## src/sweep_seq_pkg.sv

```systemverilog
// Purpose: shared constants and types of the sweep step timing sequencer
// Assumes: 10 MHz clk_sys; all intervals count in 0.1 ms ticks
// Notes: limits are held in tick units (hold in 10 ms units)
package sweep_seq_pkg;

  // ********************
  // clock and tick timing
  // ********************
  localparam int CLK_PERIOD_NS = 100;
  localparam int TICK_NS = 100000; // 0.1 ms resolution
  localparam int TICK_CYC = (TICK_NS + CLK_PERIOD_NS - 1) / CLK_PERIOD_NS;
  localparam int HOLD_UNIT_NS = 10000000; // 10 ms hold resolution
  localparam int TW = 23; // interval counter width in ticks
  localparam logic [TW-1:0] HOLD_SCALE = TW'(HOLD_UNIT_NS / TICK_NS);

  // ********************
  // value limits (resolution units)
  // ********************
  localparam logic [31:0] HOLD_MAX = 32'h0000ffff; // 655.35 s
  localparam logic [31:0] SETTLE_MAX = 32'h0009fff6; // 65.535 s
  localparam logic [31:0] SETTLE_MAX_AC = 32'h0063ff9c; // 655.35 s
  localparam logic [31:0] GAP_MAX = 32'h00002710; // 1.0 s
  localparam logic [31:0] LAG_MAX = 32'h0009fff6; // 65.535 s
  localparam logic [31:0] STEPS_MAX = 32'h00002711; // 10001 steps
  localparam logic [31:0] STEPS_MIN = 32'h00000001;

  // ********************
  // register map
  // ********************
  localparam logic [2:0] SET_SPACE = 3'h0; // addr[7:5] of timing sets
  localparam logic [2:0] F_HOLD = 3'h0;
  localparam logic [2:0] F_SETTLE = 3'h1;
  localparam logic [2:0] F_GAP = 3'h2;
  localparam logic [2:0] F_SLAG = 3'h3;
  localparam logic [2:0] F_MLAG = 3'h4;
  localparam logic [7:0] ADDR_CTRL = 8'h20;
  localparam logic [7:0] ADDR_CMD = 8'h21;
  localparam logic [7:0] ADDR_STATUS = 8'h22;
  localparam logic [7:0] ADDR_STEPS = 8'h23;
  localparam int CMD_START = 0;
  localparam int CMD_OUT_SEQ = 1;
  localparam int CMD_WAIT = 2;
  localparam int CMD_WAIT_NEW = 3;

  // measurement mode numbers
  localparam logic [4:0] MODE_STAIR = 5'h02;
  localparam logic [4:0] MODE_MULTI = 5'h10;
  localparam logic [4:0] DC_BIAS_CV_SWEEP_MODE = 5'h12;
  localparam logic [4:0] CAP_FREQ_SWEEP_MODE = 5'h16;
  localparam logic [4:0] AC_LEVEL_CV_SWEEP_MODE = 5'h17;
  localparam logic [1:0] THIRD_TRIGGER_MODE = 2'h2; // modes 1..4 as 0..3

  typedef enum logic [1:0] {SET_STAIR, SET_ACV, SET_DCV, SET_CF} set_sel_t;

  typedef enum logic [2:0] {
    ST_IDLE, ST_HOLD, ST_SETTLE, ST_TRIG, ST_MLAG, ST_MEAS, ST_WAITX
  } seq_state_t;

  typedef struct packed {
    logic [15:0] hold;
    logic [TW-1:0] settle;
    logic [13:0] gap;
    logic [19:0] srcLag;
    logic [19:0] measLag;
  } timing_t;

  typedef struct packed {
    logic useMeasTrig;
    logic [1:0] trigMode;
    logic [4:0] measMode;
  } ctrl_t;

  typedef struct packed {
    logic wr;
    logic rd;
    logic [7:0] addr;
    logic [31:0] wdata;
  } bus_req_t;

endpackage : sweep_seq_pkg

```

## src/pin_sync.sv

```systemverilog
// Purpose: two-stage synchroniser with rising edge detect for a pin
// Assumes: pin is asynchronous to clk_sys
// Notes: first stage is read only by the second stage
`timescale 1ns/1ps
`default_nettype none
module pin_sync (
  // clock and reset
  input wire logic clk_sys,
  input wire logic srst,
  // pin and result
  input wire logic pinIn,
  output logic rise
);

  logic meta;
  logic stable;
  logic prev;

  // ********************
  // synchroniser stages
  // ********************
  always_ff @(posedge clk_sys) begin
    if (srst) begin
      meta <= 1'b0;
      stable <= 1'b0;
      prev <= 1'b0;
    end else begin
      meta <= pinIn;
      stable <= meta;
      prev <= stable;
    end
  end

  // edge seen only after both stages
  assign rise = stable && !prev;

endmodule : pin_sync
`default_nettype wire

```

## src/interval_timer.sv

```systemverilog
// Purpose: loadable down counter of 0.1 ms ticks
// Assumes: load restarts the sub-tick divider, so intervals are exact
// Notes: expired is high whenever the count is zero
`timescale 1ns/1ps
`default_nettype none
module interval_timer (
  // clock and reset
  input wire logic clk_sys,
  input wire logic srst,
  // load port
  input wire logic load,
  input wire logic [sweep_seq_pkg::TW-1:0] loadVal,
  // status
  output logic expired
);

  localparam int SW = $clog2(sweep_seq_pkg::TICK_CYC);
  localparam logic [SW-1:0] SUB_LAST = SW'(sweep_seq_pkg::TICK_CYC - 1);

  logic [SW-1:0] sub;
  logic [sweep_seq_pkg::TW-1:0] cnt;
  logic tickEnd;

  // ********************
  // tick divider and count
  // ********************
  assign tickEnd = (sub == SUB_LAST);
  assign expired = (cnt == '0);

  // divider only runs while counting, keeping phase tied to load
  always_ff @(posedge clk_sys) begin
    if (srst) begin
      sub <= '0;
      cnt <= '0;
    end else if (load) begin
      sub <= '0;
      cnt <= loadVal;
    end else if (!expired) begin
      sub <= tickEnd ? '0 : sub + 1'b1;
      if (tickEnd) begin
        cnt <= cnt - 1'b1;
      end
    end
  end
endmodule : interval_timer
`default_nettype wire

```

## src/sweep_step_timing_sequencer.sv

```systemverilog
// Purpose: hold, settle, gap and trigger lag sequencing of swept steps
// Assumes: setupComplete and measDone come from logic on clk_sys
// Notes: four timing sets, chosen by measurement mode
// Behaviour
// - hold interval before first step settle
// - settle between forcing step and measurement
// - gap from measurement start to next force
// - late measurement delays next force until done
// - source lag before setup complete trigger
// - measurement lag after start trigger
// - omitted optional values become zero
// - never programmed sets hold all zeros
// - staircase set unused by pulsed modes
// - AC level set: longer settle, limited lag
// - DC bias mode keeps own set
// - C-f mode keeps own set
// - trigger flag cleared in four cases
// - wait mode 1 uses flag, 2 waits new
`timescale 1ns/1ps
`default_nettype none
module sweep_step_timing_sequencer (
  // clock and reset
  input wire logic clk_sys,
  input wire logic srst,
  // register port
  input wire sweep_seq_pkg::bus_req_t busReq,
  output logic [31:0] rdata,
  // trigger pin and source/measure handshakes
  input wire logic trigIn,
  input wire logic setupComplete,
  input wire logic measDone,
  // step outputs
  output logic forceStep,
  output logic setupDoneTrig,
  output logic measStart,
  output logic sweepDone,
  output logic waiting
);

  function automatic logic [31:0] clampVal(input logic [31:0] v,
                                           input logic [31:0] lim);
    clampVal = (v > lim) ? lim : v;
  endfunction : clampVal

  sweep_seq_pkg::timing_t sets [4];
  sweep_seq_pkg::timing_t active;
  sweep_seq_pkg::ctrl_t ctrl;
  sweep_seq_pkg::ctrl_t newCtrl;
  sweep_seq_pkg::seq_state_t state;
  sweep_seq_pkg::seq_state_t next_state;
  sweep_seq_pkg::set_sel_t setIdx;
  logic setValid;
  logic trigFlag;
  logic next_trigFlag;
  logic waitNew;
  logic srcPend;
  logic srcArmed;
  logic measFinished;
  logic [13:0] numSteps;
  logic [13:0] stepsLeft;
  logic trigEdge;
  logic mainExp;
  logic srcExp;
  logic loadMain;
  logic [sweep_seq_pkg::TW-1:0] mainVal;
  logic next_force;
  logic next_meas;
  logic next_done;
  logic consumeTrig;
  logic endWait;
  logic [31:0] readMux;
  logic [31:0] settleLim;
  logic [31:0] slagLim;

  // ********************
  // register decode
  // ********************
  wire logic [1:0] wrSet = busReq.addr[4:3];
  wire logic [2:0] wrField = busReq.addr[2:0];
  wire logic setWr = busReq.wr
    && (busReq.addr[7:5] == sweep_seq_pkg::SET_SPACE);
  wire logic ctrlWr = busReq.wr && (busReq.addr == sweep_seq_pkg::ADDR_CTRL);
  wire logic cmdWr = busReq.wr && (busReq.addr == sweep_seq_pkg::ADDR_CMD);
  wire logic stepsWr = busReq.wr && (busReq.addr == sweep_seq_pkg::ADDR_STEPS);
  wire logic startCmd = cmdWr && busReq.wdata[sweep_seq_pkg::CMD_START];
  wire logic osCmd = cmdWr && busReq.wdata[sweep_seq_pkg::CMD_OUT_SEQ];
  wire logic waitCmd = cmdWr && busReq.wdata[sweep_seq_pkg::CMD_WAIT];
  wire logic leaveThird = ctrlWr
    && (ctrl.trigMode == sweep_seq_pkg::THIRD_TRIGGER_MODE)
    && (newCtrl.trigMode != sweep_seq_pkg::THIRD_TRIGGER_MODE);
  wire logic srcLoad = srcPend && setupComplete;

  assign newCtrl = sweep_seq_pkg::ctrl_t'(busReq.wdata[7:0]);
  // the AC level set allows a ten times longer settle
  assign settleLim = (wrSet == 2'(sweep_seq_pkg::SET_ACV))
    ? sweep_seq_pkg::SETTLE_MAX_AC : sweep_seq_pkg::SETTLE_MAX;
  // source lag may not exceed its own set's settle interval
  assign slagLim = clampVal(32'(sets[wrSet].settle),
                            sweep_seq_pkg::LAG_MAX);

  // ********************
  // set selection by measurement mode
  // ********************
  always_comb begin
    setValid = 1'b1;
    setIdx = sweep_seq_pkg::SET_STAIR;
    case (ctrl.measMode)
      sweep_seq_pkg::MODE_STAIR,
      sweep_seq_pkg::MODE_MULTI: setIdx = sweep_seq_pkg::SET_STAIR;
      sweep_seq_pkg::AC_LEVEL_CV_SWEEP_MODE: setIdx = sweep_seq_pkg::SET_ACV;
      sweep_seq_pkg::DC_BIAS_CV_SWEEP_MODE:
        setIdx = sweep_seq_pkg::SET_DCV;
      sweep_seq_pkg::CAP_FREQ_SWEEP_MODE:
        setIdx = sweep_seq_pkg::SET_CF;
      default: setValid = 1'b0;
    endcase
  end

  // pulsed and other modes run with zero delays
  assign active = setValid ? sets[setIdx] : '0;

  // ********************
  // timing set registers
  // ********************
  // a hold write opens a new timing command and zeroes optionals
  always_ff @(posedge clk_sys) begin
    if (srst) begin
      for (int i = 0; i < 4; i++) begin
        sets[i] <= '0;
      end
    end else if (setWr) begin
      case (wrField)
        sweep_seq_pkg::F_HOLD: begin
          sets[wrSet].hold <= 16'(clampVal(busReq.wdata,
                                           sweep_seq_pkg::HOLD_MAX));
          sets[wrSet].gap <= '0;
          sets[wrSet].srcLag <= '0;
          sets[wrSet].measLag <= '0;
        end
        sweep_seq_pkg::F_SETTLE:
          sets[wrSet].settle <= sweep_seq_pkg::TW'(
            clampVal(busReq.wdata, settleLim));
        sweep_seq_pkg::F_GAP:
          sets[wrSet].gap <= 14'(clampVal(busReq.wdata,
                                          sweep_seq_pkg::GAP_MAX));
        sweep_seq_pkg::F_SLAG:
          sets[wrSet].srcLag <= 20'(clampVal(busReq.wdata, slagLim));
        sweep_seq_pkg::F_MLAG:
          sets[wrSet].measLag <= 20'(clampVal(busReq.wdata,
                                              sweep_seq_pkg::LAG_MAX));
        default: ;
      endcase
    end
  end

  // ********************
  // control registers
  // ********************
  always_ff @(posedge clk_sys) begin
    if (srst) begin
      ctrl <= '0;
      numSteps <= 14'(sweep_seq_pkg::STEPS_MIN);
    end else begin
      if (ctrlWr) begin
        ctrl <= newCtrl;
      end
      if (stepsWr) begin
        numSteps <= 14'(clampVal(busReq.wdata | 32'(busReq.wdata == '0),
                                 sweep_seq_pkg::STEPS_MAX));
      end
    end
  end

  // ********************
  // trigger pin and timers
  // ********************
  pin_sync uTrigSync (
    .clk_sys(clk_sys),
    .srst(srst),
    .pinIn(trigIn),
    .rise(trigEdge)
  );

  interval_timer uMainTimer (
    .clk_sys(clk_sys),
    .srst(srst),
    .load(loadMain),
    .loadVal(mainVal),
    .expired(mainExp)
  );

  interval_timer uSrcTimer (
    .clk_sys(clk_sys),
    .srst(srst),
    .load(srcLoad),
    .loadVal(sweep_seq_pkg::TW'(active.srcLag)),
    .expired(srcExp)
  );

  // new trigger wins over any clear in the same cycle, except the edge
  // that itself ends a mode 2 wait: that edge is used up by the wait
  assign next_trigFlag = (trigEdge && !(endWait && waitNew))
                         || (trigFlag && !(leaveThird || osCmd
                         || consumeTrig || endWait));

  // ********************
  // step sequence
  // ********************
  always_comb begin
    next_state = state;
    loadMain = 1'b0;
    mainVal = '0;
    next_force = 1'b0;
    next_meas = 1'b0;
    next_done = 1'b0;
    consumeTrig = 1'b0;
    endWait = 1'b0;
    case (state)
      sweep_seq_pkg::ST_IDLE: begin
        if (startCmd) begin
          next_state = sweep_seq_pkg::ST_HOLD;
          loadMain = 1'b1;
          mainVal = sweep_seq_pkg::TW'(active.hold
                    * sweep_seq_pkg::HOLD_SCALE);
        end else if (waitCmd) begin
          next_state = sweep_seq_pkg::ST_WAITX;
        end
      end
      sweep_seq_pkg::ST_HOLD: begin
        if (mainExp) begin
          next_force = 1'b1;
        end
      end
      sweep_seq_pkg::ST_SETTLE: begin
        if (mainExp && ctrl.useMeasTrig) begin
          next_state = sweep_seq_pkg::ST_TRIG;
        end else if (mainExp) begin
          next_meas = 1'b1;
        end
      end
      sweep_seq_pkg::ST_TRIG: begin
        if (trigFlag) begin
          consumeTrig = 1'b1;
          next_state = sweep_seq_pkg::ST_MLAG;
          loadMain = 1'b1;
          mainVal = sweep_seq_pkg::TW'(active.measLag);
        end
      end
      sweep_seq_pkg::ST_MLAG: begin
        if (mainExp) begin
          next_meas = 1'b1;
        end
      end
      sweep_seq_pkg::ST_MEAS: begin
        // gap alone is not enough: the measurement must have ended
        if (mainExp && (measFinished || measDone)) begin
          if (stepsLeft == '0) begin
            next_done = 1'b1;
            next_state = sweep_seq_pkg::ST_IDLE;
          end else begin
            next_force = 1'b1;
          end
        end
      end
      sweep_seq_pkg::ST_WAITX: begin
        if (waitNew ? trigEdge : trigFlag) begin
          endWait = 1'b1;
          next_state = sweep_seq_pkg::ST_IDLE;
        end
      end
      default: next_state = sweep_seq_pkg::ST_IDLE;
    endcase
    if (next_force) begin
      next_state = sweep_seq_pkg::ST_SETTLE;
      loadMain = 1'b1;
      mainVal = active.settle;
    end
    if (next_meas) begin
      next_state = sweep_seq_pkg::ST_MEAS;
      loadMain = 1'b1;
      mainVal = sweep_seq_pkg::TW'(active.gap);
    end
  end

  // ********************
  // sequence state
  // ********************
  always_ff @(posedge clk_sys) begin
    if (srst) begin
      state <= sweep_seq_pkg::ST_IDLE;
      trigFlag <= 1'b0;
      waitNew <= 1'b0;
      stepsLeft <= '0;
      measFinished <= 1'b0;
    end else begin
      state <= next_state;
      trigFlag <= next_trigFlag;
      if (waitCmd && state == sweep_seq_pkg::ST_IDLE) begin
        waitNew <= busReq.wdata[sweep_seq_pkg::CMD_WAIT_NEW];
      end
      if (startCmd && state == sweep_seq_pkg::ST_IDLE) begin
        stepsLeft <= numSteps;
      end else if (next_force) begin
        stepsLeft <= stepsLeft - 1'b1;
      end
      measFinished <= next_meas ? 1'b0 : (measFinished || measDone);
    end
  end

  // ********************
  // source lag and step outputs
  // ********************
  always_ff @(posedge clk_sys) begin
    if (srst) begin
      srcPend <= 1'b0;
      srcArmed <= 1'b0;
      forceStep <= 1'b0;
      setupDoneTrig <= 1'b0;
      measStart <= 1'b0;
      sweepDone <= 1'b0;
      waiting <= 1'b0;
    end else begin
      srcPend <= next_force || (srcPend && !setupComplete);
      srcArmed <= srcLoad || (srcArmed && !srcExp);
      setupDoneTrig <= srcArmed && srcExp;
      forceStep <= next_force;
      measStart <= next_meas;
      sweepDone <= next_done;
      waiting <= (next_state == sweep_seq_pkg::ST_WAITX)
                 || (next_state == sweep_seq_pkg::ST_TRIG);
    end
  end

  // ********************
  // read path
  // ********************
  always_comb begin
    readMux = '0;
    if (busReq.addr[7:5] == sweep_seq_pkg::SET_SPACE) begin
      case (wrField)
        sweep_seq_pkg::F_HOLD: readMux = 32'(sets[wrSet].hold);
        sweep_seq_pkg::F_SETTLE: readMux = 32'(sets[wrSet].settle);
        sweep_seq_pkg::F_GAP: readMux = 32'(sets[wrSet].gap);
        sweep_seq_pkg::F_SLAG: readMux = 32'(sets[wrSet].srcLag);
        sweep_seq_pkg::F_MLAG: readMux = 32'(sets[wrSet].measLag);
        default: readMux = '0;
      endcase
    end else begin
      case (busReq.addr)
        sweep_seq_pkg::ADDR_CTRL: readMux = 32'(ctrl);
        sweep_seq_pkg::ADDR_STATUS:
          readMux = {16'(stepsLeft), 10'h000, setValid, trigFlag,
                     1'b0, 3'(state)};
        sweep_seq_pkg::ADDR_STEPS: readMux = 32'(numSteps);
        default: readMux = '0;
      endcase
    end
  end

  // data stand only in the cycle after the read strobe
  always_ff @(posedge clk_sys) begin
    if (srst) begin
      rdata <= '0;
    end else begin
      rdata <= busReq.rd ? readMux : '0;
    end
  end
endmodule : sweep_step_timing_sequencer
`default_nettype wire

```

## config.mk

```make
export PLATFORM = sky130hd
export DESIGN_NAME = sweep_step_timing_sequencer
export DESIGN_NICKNAME = d
export VERILOG_FILES = /design/src/sweep_seq_pkg.sv /design/src/pin_sync.sv /design/src/interval_timer.sv /design/src/sweep_step_timing_sequencer.sv
export SDC_FILE = /design/constraint.sdc
export NUM_CORES = 1
export LEC_CHECK = 0
export BUFFER_PORTS_ARGS = -buffer_cell sky130_fd_sc_hd__buf_4
export CAP_MARGIN = 5
export CORE_MARGIN = 2
export CORE_UTILIZATION = 45
export DETAILED_ROUTE_END_ITERATION = 12
export PLACE_DENSITY = 0.59
export SLEW_MARGIN = 20
export SYNTH_ARGS = -nofsm -noshare
export SYNTH_HDL_FRONTEND = slang
export SYNTH_HIERARCHICAL = 1
export SYNTH_SLANG_ARGS = --single-unit
```

## constraint.sdc

```tcl
create_clock -name clk_sys -period 7.8 [get_ports clk_sys]
set_input_delay 1.56 -clock clk_sys [delete_from_list [all_inputs] [get_ports clk_sys]]
set_output_delay 1.56 -clock clk_sys [all_outputs]
set_load 0.03 [all_outputs]
```

[Yosys cells after proc, flatten, opt, wreduce, memory -nomap -nowiden]
Memory sizes are Yosys's and may differ from the RTL's.
Index checks and enable logic that the tools add are counted.
Word-level totals
  register bits: 150
  RAM bits: 372
  input port bits: 47
  output and inout port bits: 37
  memories: 1
Operators by class
  add/subtract/negate cells: 5
  multiply operators: 1
  $lt $le $gt $ge: 7
  eq/ne operators: 28
  mux-type cells: 83
  bitwise operators: 8
  reductions and logical operators: 55
Memory list
  sets: words 4, width 93, rd ports 2, clocked after memory_dff 0, wr ports 4, line sweep_step_timing_sequencer.sv:45  | sweep_seq_pkg::timing_t sets [4];
Operators with widths (number)
  $mux 23: 9
  $mux 93: 2
  $mux 20: 8
  $pmux 23 s5: 1
  $reduce_or 93->1: 1
  $pmux 30 s3: 1
  $mux 14: 5
  $gt 32x14->1 const B: 2
  $gt 32x23->1: 2
  $logic_not 23->1: 2
  $pmux 23 s2: 1
  $sub 23x1->23 const B: 2
  $mux 1: 36
  $eq 8x6->1 const B: 4
  $gt 32x16->1 const B: 1
  $gt 32x20->1 const B: 1
  $logic_not 32->1: 1
  $mux 32: 1
  $or 32x1->32: 1
  $mux 3: 9
  $gt 23x20->1 const B: 1
  $logic_and 1x1->1: 21
  $mul 16x5->21 const B: 1
  $add 10x1->10 const B: 2
  other kinds (29): 72

[Longest topological paths before layout]
Gate-level depths: netlist of run 1.
  word-level depth: 10
  depth in mapped cells: 26
  depth with buffers taken out: 23

[Hierarchy]
Netlist of run 1, hierarchy kept.
By module, submodules not included
  sweep_step_timing_sequencer: times used 1, cells an instance 2254, area each 25694.6 um^2
  interval_timer: times used 2, cells an instance 232, area each 1895.6 um^2
  pin_sync: times used 1, cells an instance 7, area each 87.6 um^2

[Worst setup path after synthesis of run 1]
OpenSTA, ideal clock, no wires.
  path type: input -> register
  start point: input busReq[36] (netlist bit)
  end point: memory sets[0][26] (netlist bit), data pin
  setup time: 265 ps
  arrival: 5257 ps
  setup slack: 2278 ps
  stages on the path: 19
  buffers on the path: 4
  cell sequence: buf_6 -> buf_2 -> mux4_2 -> or3_1 -> nor3_2 -> and3_1 -> a21oi_1 -> buf_4 -> nand2b_4 -> ha_1 -> a21o_1 -> a21o_1 -> a21oi_1 -> o2111ai_1 -> a2111oi_0 -> a211oi_1 -> clkbuf_1 -> mux2_2 -> nor2_1
RTL lines
  from (decl): line sweep_step_timing_sequencer.sv:26  | input wire sweep_seq_pkg::bus_req_t busReq,
  to (decl): line sweep_step_timing_sequencer.sv:45

==> flow_metrics.tcl, run 1 <==
set metrics [dict create \
    final_net_count 2871 \
    final_common_cell "nor2_1" \
    cts.htree.levels 2 \
    cts_tree "built" \
    area_growth_pct 11.15 \
    holdPathStages 2 \
    multi_input_area_mm2 0.01431 \
    grt_pass1_wl_mm 148.8 \
    rsz0062_at_grt "no" \
    avgSynthCellArea_um2 10.85 \
    cts-resized-gates 0 \
    reg2reg_from "ctrl[1]" \
    cts_hold_buf 0 \
    synth-seq-area-share_pct 47.79 \
    antenna_found_initial 5 \
    drv_cap 0 \
    dieWidth_um 260.4 \
    syn_area_mm2 0.02957 \
    grt_util_all_layers_pct 29.86 \
    synth_top_family_by_area "simple AND/OR/NAND/NOR gates" \
    tns_ps 0 \
    grt_overflow 0 \
    cts_made_buffers 55 \
    hp-class "reg -> reg" \
    netlist_instances 2725 \
    critical_path_class "in -> reg" \
    cp-end-kind "flop" \
    async_flop_share_pct 0 \
    grt_max_degree 58 \
    synth_xor_xnor_area_share_pct 2.043 \
    vias 23500 \
    synth_edf_count 372 \
    preCtsSetupSlack_ps 963.2 \
    die_h_um 260.4 \
    crit_family "compound AO/OA/AOI/OAI gates" \
    gp_congestion 1.008 \
    drc 0 \
    core_mm2 0.06470 \
    synth-seq-cells 520 \
    yosysTopAreaCell "edfxtp_1" \
    slew_headroom_pct 19.81 \
    cp.arrival_ps 6690 \
    path_clk_slew_ps 60 \
    skew_ps 26.59 \
    synthTopCellsByArea "edfxtp_1 38%, mux4_2 13%, dfxtp_1 10%, nor2_1 5.9%, ha_1 3.7%" \
    clock.fmax_mhz 159.3 \
    layout-drive-gt1-share_pct 16.94 \
    synthSimpleGateAreaFrac_pct 17.08 \
    drt-initial-drc-count 3141 \
    hold_start "srcArmed" \
    routedWlPerCell_um 27.90 \
    ir_worst_vdd_mv 0.2171 \
    leakagePower_nw 12.40 \
    reg2regPathDepth 22 \
    clkSinkCount 520 \
    worstPathRequired_ps 8210 \
    crit_fanout 46 \
    yosys_most_used_dff "edfxtp_1" \
    r2r_setup_slack_ps 1730 \
    status "complete, no violations" \
    critical_path_buf_inv_count 3 \
    power_density_mw_per_mm2 216.5 \
    cts_buffer_depth 3 \
    drtAntennaViolNets 0 \
    hpwl_mm 70.83 \
    critPathMaxStageDelay_ps 790 \
    synth_top_area_share_pct 37.77 \
    fin_crit_sh_pct 80.47 \
    grt_pass1_vias 22360 \
    setup-violations-final 0 \
    post-cts-setup-buffers 0 \
    nFillCells 5796 \
    whs_endpoint "setupDoneTrig" \
    num_io_pins 84 \
    wl_mm 101.2 \
    dr.pass1.iters 6 \
    num_rows 93 \
    critPathLaunchType "input pin" \
    cts-root-buf "clkbuf_16" \
    finalCriticalPeriod_ps 6277 \
    path_cells "buf_6 -> mux4_2 -> or3_1 -> nor3_2 -> nand3_1 -> a21oi_1 -> buf_4 -> nand2b_4 -> ha_1 -> a21o_1 -> a21o_1 -> a21oi_1 -> o2111ai_1 -> a2111oi_0 -> a211oi_4 -> buf_4 -> and2_1 -> nor3_1" \
    tightest_slew_ps 1190 \
    hold_viol 0 \
    viasPerCell 6.478 \
    ys.warnings.count 6 \
    synthMuxAreaShare_pct 14.49 \
    die_area_mm2 0.06778 \
    slowest_stage "a2111oi_0" \
    fin_util_pct 50.81 \
    worst_slack_ps 1523 \
    start_util_pct 45.71 \
    synth_fa_ha_area_share_pct 4.468 \
    worst_r2r_endpoint "uMainTimer/cnt[22]" \
    synth_compound_area_share_pct 9.896 \
    port_buffers 81 \
    clk_latency_ps 640 \
    whs_ps 448.2 \
    seq_area_mm2 0.01413 \
    finalMaxSlewViolations 0 \
    ys_types 79 \
    final_cell_mix "459 x nor2_1, 372 x edfxtp_1, 174 x mux4_2" \
]
-- per-stage QoR --
step / total power (W) / instances / cell area (µm²)
floorplan: 0.003991 / 2731 / 29600
global placement: 0.004354 / 3523 / 30950
detailed placement: 0.004372 / 3523 / 30950
CTS: 0.007103 / 3624 / 32860
global route: 0.007329 / 3624 / 32860
finish: 0.007115 / 3628 / 32870
-- worst max-delay path by stage --
stage / cells past startpoint / startpoint / end
after floorplan: 19 / busReq[36] / sets[0][26]
after global placement: 18 / busReq[36] / sets[0][20]
after detailed placement: 18 / busReq[36] / sets[0][24]
after CTS: 18 / busReq[36] / sets[0][21]
after global routing: 19 / busReq[36] / sets[0][20]
final: 18 / busReq[36] / sets[0][21]
-- logic make-up after synthesis --
family | count (synthesis)
simple gates | 1072
flops | 520
compound gates | 440
buf+inv | 315
mux | 208
fa+ha+maj | 99
xor+xnor | 69
other cells | 2
-- metal layers --
metal / GRT usage (%) / vias to the layer above / part of all wire, %
met5: 0 / - / 0.013
met3: 8.382 / 224 / 12
met4: 12.33 / 2 / 4.4
li1: - / 10160 / -
met2: 43.71 / 1462 / 43
met1: 41.77 / 11650 / 40
-- report_power, final --
| part | switching, W | internal, W | total, W | leakage (nW) |
|---|---|---|---|---|
| logic | 0.000742 | 0.000372 | 0.00111 | 6.64 |
| registers | 0.000132 | 0.00310 | 0.00324 | 4.82 |
| clock network | 0.00115 | 0.00161 | 0.00276 | 0.933 |
-- worst reg2reg max path, stage by stage, from the launching register on --
cell	delay [ps]
dfxtp_1	420
nand2_1	120
nor2_1	210
and2_2	540
buf_4	560
nand2_1	100
and3_1	180
a31oi_1	290
and2_1	210
ha_1	160
ha_1	150
fa_1	410
ha_1	360
nor2b_1	160
o31ai_1	290
a21oi_1	210
a2111oi_0	550
o21bai_1	200
o22ai_1	180
xor2_1	310
o21ai_0	120
nand2_1	90
a21oi_1	70
-- flip-flops by register name, summed over array words and instances, names as in the netlist, 3 cells and up --
signal / cells
ctrl: 8
uSrcTimer/cnt: 23
sets: 372
stepsLeft: 14
state: 3
uMainTimer/sub: 10
uMainTimer/cnt: 23
uSrcTimer/sub: 10
rdata: 30
numSteps: 14
-- cell usage after synthesis, drive strengths merged (18+ instances only) --
cell / count
a2111oi: 21
a211oi: 52
a21o: 21
a21oi: 81
a22o: 26
a22oi: 53
and2: 65
and3: 18
buf: 46
clkbuf: 146
dfxtp: 148
edfxtp: 372
ha: 88
inv: 118
mux2: 22
mux4: 174
nand2: 157
nand2b: 22
nand3: 72
nand4: 23
nor2: 466
nor3: 151
nor4: 21
o21ai: 95
xnor2: 56
-- final cells by class --
cell class	count	area share [%]
clock inverters	30	1.062
repair buffers	129	2.996
diodes	4	0.03045
flip-flops and latches	520	43.00
inverters	123	1.405
well taps	855	3.255
multi-input cells	1896	43.53
clock buffers	71	4.728
Note: power is estimated with default switching activity, not from simulation.
==> inputs of run 2 (changes only) <==
--- a/config.mk
+++ b/config.mk
@@ -5,6 +5,7 @@
 export SDC_FILE = /design/constraint.sdc
 export NUM_CORES = 1
 export LEC_CHECK = 0
+export ABC_AREA = 1
 export BUFFER_PORTS_ARGS = -buffer_cell sky130_fd_sc_hd__buf_4
 export CAP_MARGIN = 5
 export CORE_MARGIN = 2
==> constraint.sdc (replaced) <==
create_clock -name clk_sys -period 6.4 [get_ports clk_sys]
set_input_delay 1.28 -clock clk_sys [delete_from_list [all_inputs] [get_ports clk_sys]]
set_output_delay 1.28 -clock clk_sys [all_outputs]
set_load 0.03 [all_outputs]
==> run 2 against run 1 <==
  * Worst hold slack worse by 35 ps
  * Synthesized cell count is 57% higher
  * Cell count is 45% higher
  * Setup slack worse by 920 ps
  * Register-to-register slack worse by 1100 ps
  * Critical path depth is 6 higher
  * Largest cell class unchanged
==> flow_metrics.tcl, run 2 <==
set metrics [dict create \
    status "complete, no violations" \
    power_density_mw_per_mm2 310.6 \
    placed_cell_area_mm2 0.03345 \
    final_cell_mix "799 x nand2_1, 691 x nor2_1, 466 x o21ai_0" \
    pwr-share-seq_pct 36.2 \
    rsz0062_at_grt "no" \
    path_clk_slew_ps 70 \
    finish.instance_area_mm2 0.03542 \
    ir_worst_vdd_mv 0.3175 \
    p_clk_share_pct 31.5 \
    cts_tree "built" \
    top_register "sets" \
    whs_endpoint "uTrigSync/stable" \
    die_h_um 271.6 \
    slew_headroom_pct 20.67 \
    tns_ps 0 \
    hpwl_mm 85.64 \
    cp.arrival_ps 6340 \
    clock.fmax_mhz 172.6 \
    layout-drive-gt1-share_pct 8.751 \
    avgSynthCellArea_um2 7.542 \
    viasPerCell 5.742 \
    cts_buffer_depth 3 \
    critPathLaunchType "flop" \
    critPathMaxStageDelay_ps 560 \
    synth-seq-cells 520 \
    synth_edf_count 372 \
    grt_max_degree 109 \
    netlist_instances 4271 \
    synth_top_area_share_pct 34.68 \
    wl_mm 123.2 \
    cts.htree.levels 2 \
    yosysMostFrequentCell "nand2_1" \
    preCtsSetupSlack_ps 735.0 \
    cp-end-kind "flop" \
    cts_made_buffers 59 \
    drtAntennaViolNets 0 \
    ys.warnings.count 6 \
    hp-class "reg -> reg" \
    core_mm2 0.07112 \
    cts_hold_buf 0 \
    hold_viol 0 \
    reg.largest.list "sets x372, rdata x30" \
    holdPathStages 2 \
    critical_path_class "reg -> reg" \
    num_io_pins 84 \
    finalCriticalPeriod_ps 5795 \
    start_util_pct 45.30 \
    yosys_most_used_dff "edfxtp_1" \
    swShare_pct 37.21 \
    drt-initial-drc-count 3916 \
    cts-root-buf "clkbuf_16" \
    drv_cap 0 \
    area_growth_pct 9.963 \
    yosysTopAreaCell "edfxtp_1" \
    p_int_w 0.006908 \
    cts-resized-gates 0 \
    largest_reg_flops 372 \
    synth_common_cells "800 x nand2_1, 693 x nor2_1, 467 x o21ai_0" \
    grt_pass1_wl_mm 181.2 \
    grt_util_all_layers_pct 32.81 \
    power_frac_comb_pct 32.4 \
    dieWidth_um 271.6 \
    grt_overflow 0 \
    switchingPower_w 0.004094 \
    path_cells "nand2_1 -> nor3_4 -> inv_2 -> o21ai_1 -> nor2_4 -> buf_4 -> a21oi_1 -> ha_1 -> ha_1 -> inv_1 -> fa_1 -> inv_1 -> ha_1 -> inv_1 -> o21bai_1 -> a21boi_0 -> nand3_1 -> nor2_1 -> o21ai_0 -> o21ai_0 -> inv_1 -> or2_2 -> nand2_1 -> a21oi_1" \
    port_buffers 81 \
    drc 0 \
    crit_path_frequent_cell "inv_1" \
    skew_ps 19.01 \
    reg2regPathDepth 24 \
    clkSinkCount 520 \
    slowest_stage "buf_4" \
    crit_fanout 30 \
    nFillCells 6994 \
    gp_congestion 0.9949 \
    tightest_slew_ps 1178 \
    worst_slack_ps 605.0 \
    antenna_found_initial 8 \
    dr.pass1.iters 6 \
    leakagePower_nw 14.76 \
    routedWlPerCell_um 23.42 \
    hold_start "uTrigSync/meta" \
    die_area_mm2 0.07374 \
    final_common_cell "nand2_1" \
    synth-seq-area-share_pct 43.87 \
    post-cts-setup-buffers 0 \
    grt_pass1_vias 27580 \
    clk_latency_ps 650 \
    syn_area_mm2 0.03221 \
    vias 30210 \
    synthTopCellsByArea "edfxtp_1 35%, nand2_1 9.3%, dfxtp_1 9.2%, nor2_1 8.1%, o21ai_0 7.3%" \
    reg2reg_from "ctrl[1]" \
    final_net_count 4403 \
    fin_crit_sh_pct 90.55 \
    worstPathRequired_ps 6940 \
    r2r_setup_slack_ps 600 \
    setup-violations-final 0 \
    num_rows 98 \
    finalMaxSlewViolations 0 \
    worst_r2r_endpoint "uMainTimer/cnt[18]" \
    ys_types 60 \
    async_flop_share_pct 0 \
]
-- run 2: cell count changes after synthesis, sizes merged, moves of 194 or more --
cell | before | now
inv | 118 | 475
o21ai | 95 | 488
nor2 | 466 | 734
a21oi | 81 | 364
nand3 | 72 | 266
nand2 | 157 | 822
-- run 2: per-layer routing --
metal	wire (µm)	track usage, %
met5	28	0
met4	6024	14.53
met3	14400	7.722
met2	53800	50.27
met1	48990	44.23
-- run 2: through the flow --
stage / hold WS [ps] / instances / total power (W) / util (%)
after detailed placement: 405.3 / 5146 / 0.007563 / 47.04
after floorplan: 388.3 / 4277 / 0.006664 / -
after global routing: 437.8 / 5258 / 0.01164 / 49.80
after CTS: 418.9 / 5258 / 0.01100 / 49.79
final: 413.5 / 5261 / 0.01100 / 49.81
after global placement: 405.4 / 5146 / 0.007563 / 47.04
-- run 2: cells by family (layout without fill, tap and decap cells) --
group | after synthesis | count (layout) | synth area share, %
simple gates | 1937 | 1937 | 25.93
mux | 3 | 3 | 0.09322
flops | 520 | 520 | 43.87
fa+ha+maj | 99 | 99 | 4.102
other cells | 2 | 11 | 0.02331
compound gates | 971 | 971 | 15.96
xor+xnor | 33 | 33 | 0.8972
buf+inv | 706 | 737 | 9.120
-- run 2: critical path, delay by kind of cell (launching register included) --
kind                     cells  cell delay (ps)
adder cells (fa/ha/maj)      4             1540
AND/OR/NAND/NOR              7             1340
buffers and inverters        6             1250
AO/OA/AOI/OAI                7             1190
flip-flops                   1              350
-- run 2: layout make-up --
type | instances | area [µm²] | share of cell area [%]
diodes | 3 | 7.507 | 0.02119
clock buffers | 80 | 1654 | 4.670
clock inverters | 32 | 304.0 | 0.8583
inverters | 476 | 1799 | 5.079
multi-input cells | 3051 | 15190 | 42.89
flip-flops and latches | 520 | 14130 | 39.90
well taps | 950 | 1189 | 3.356
repair buffers | 149 | 1144 | 3.228
-- run 2: power groups by stage --
stage / combinational [W] / clock [W] / sequential, W
after floorplan: 0.00265 / 0 / 0.00401
after global placement: 0.00352 / 0 / 0.00404
after detailed placement: 0.00352 / 0 / 0.00404
after CTS: 0.00354 / 0.00348 / 0.00397
after global routing: 0.00402 / 0.00361 / 0.00401
final: 0.00356 / 0.00346 / 0.00398
-- run 2: worst max path at each step --
stage,start,slack (ps),to,cells after the start
floorplan,ctrl[3],1910,uMainTimer/cnt[20],25
global placement,ctrl[3],740,uMainTimer/cnt[18],24
detailed placement,ctrl[4],730,uMainTimer/cnt[18],23
CTS,ctrl[1],730,uMainTimer/cnt[18],24
global route,ctrl[4],280,uMainTimer/cnt[19],26
finish,ctrl[1],600,uMainTimer/cnt[18],24
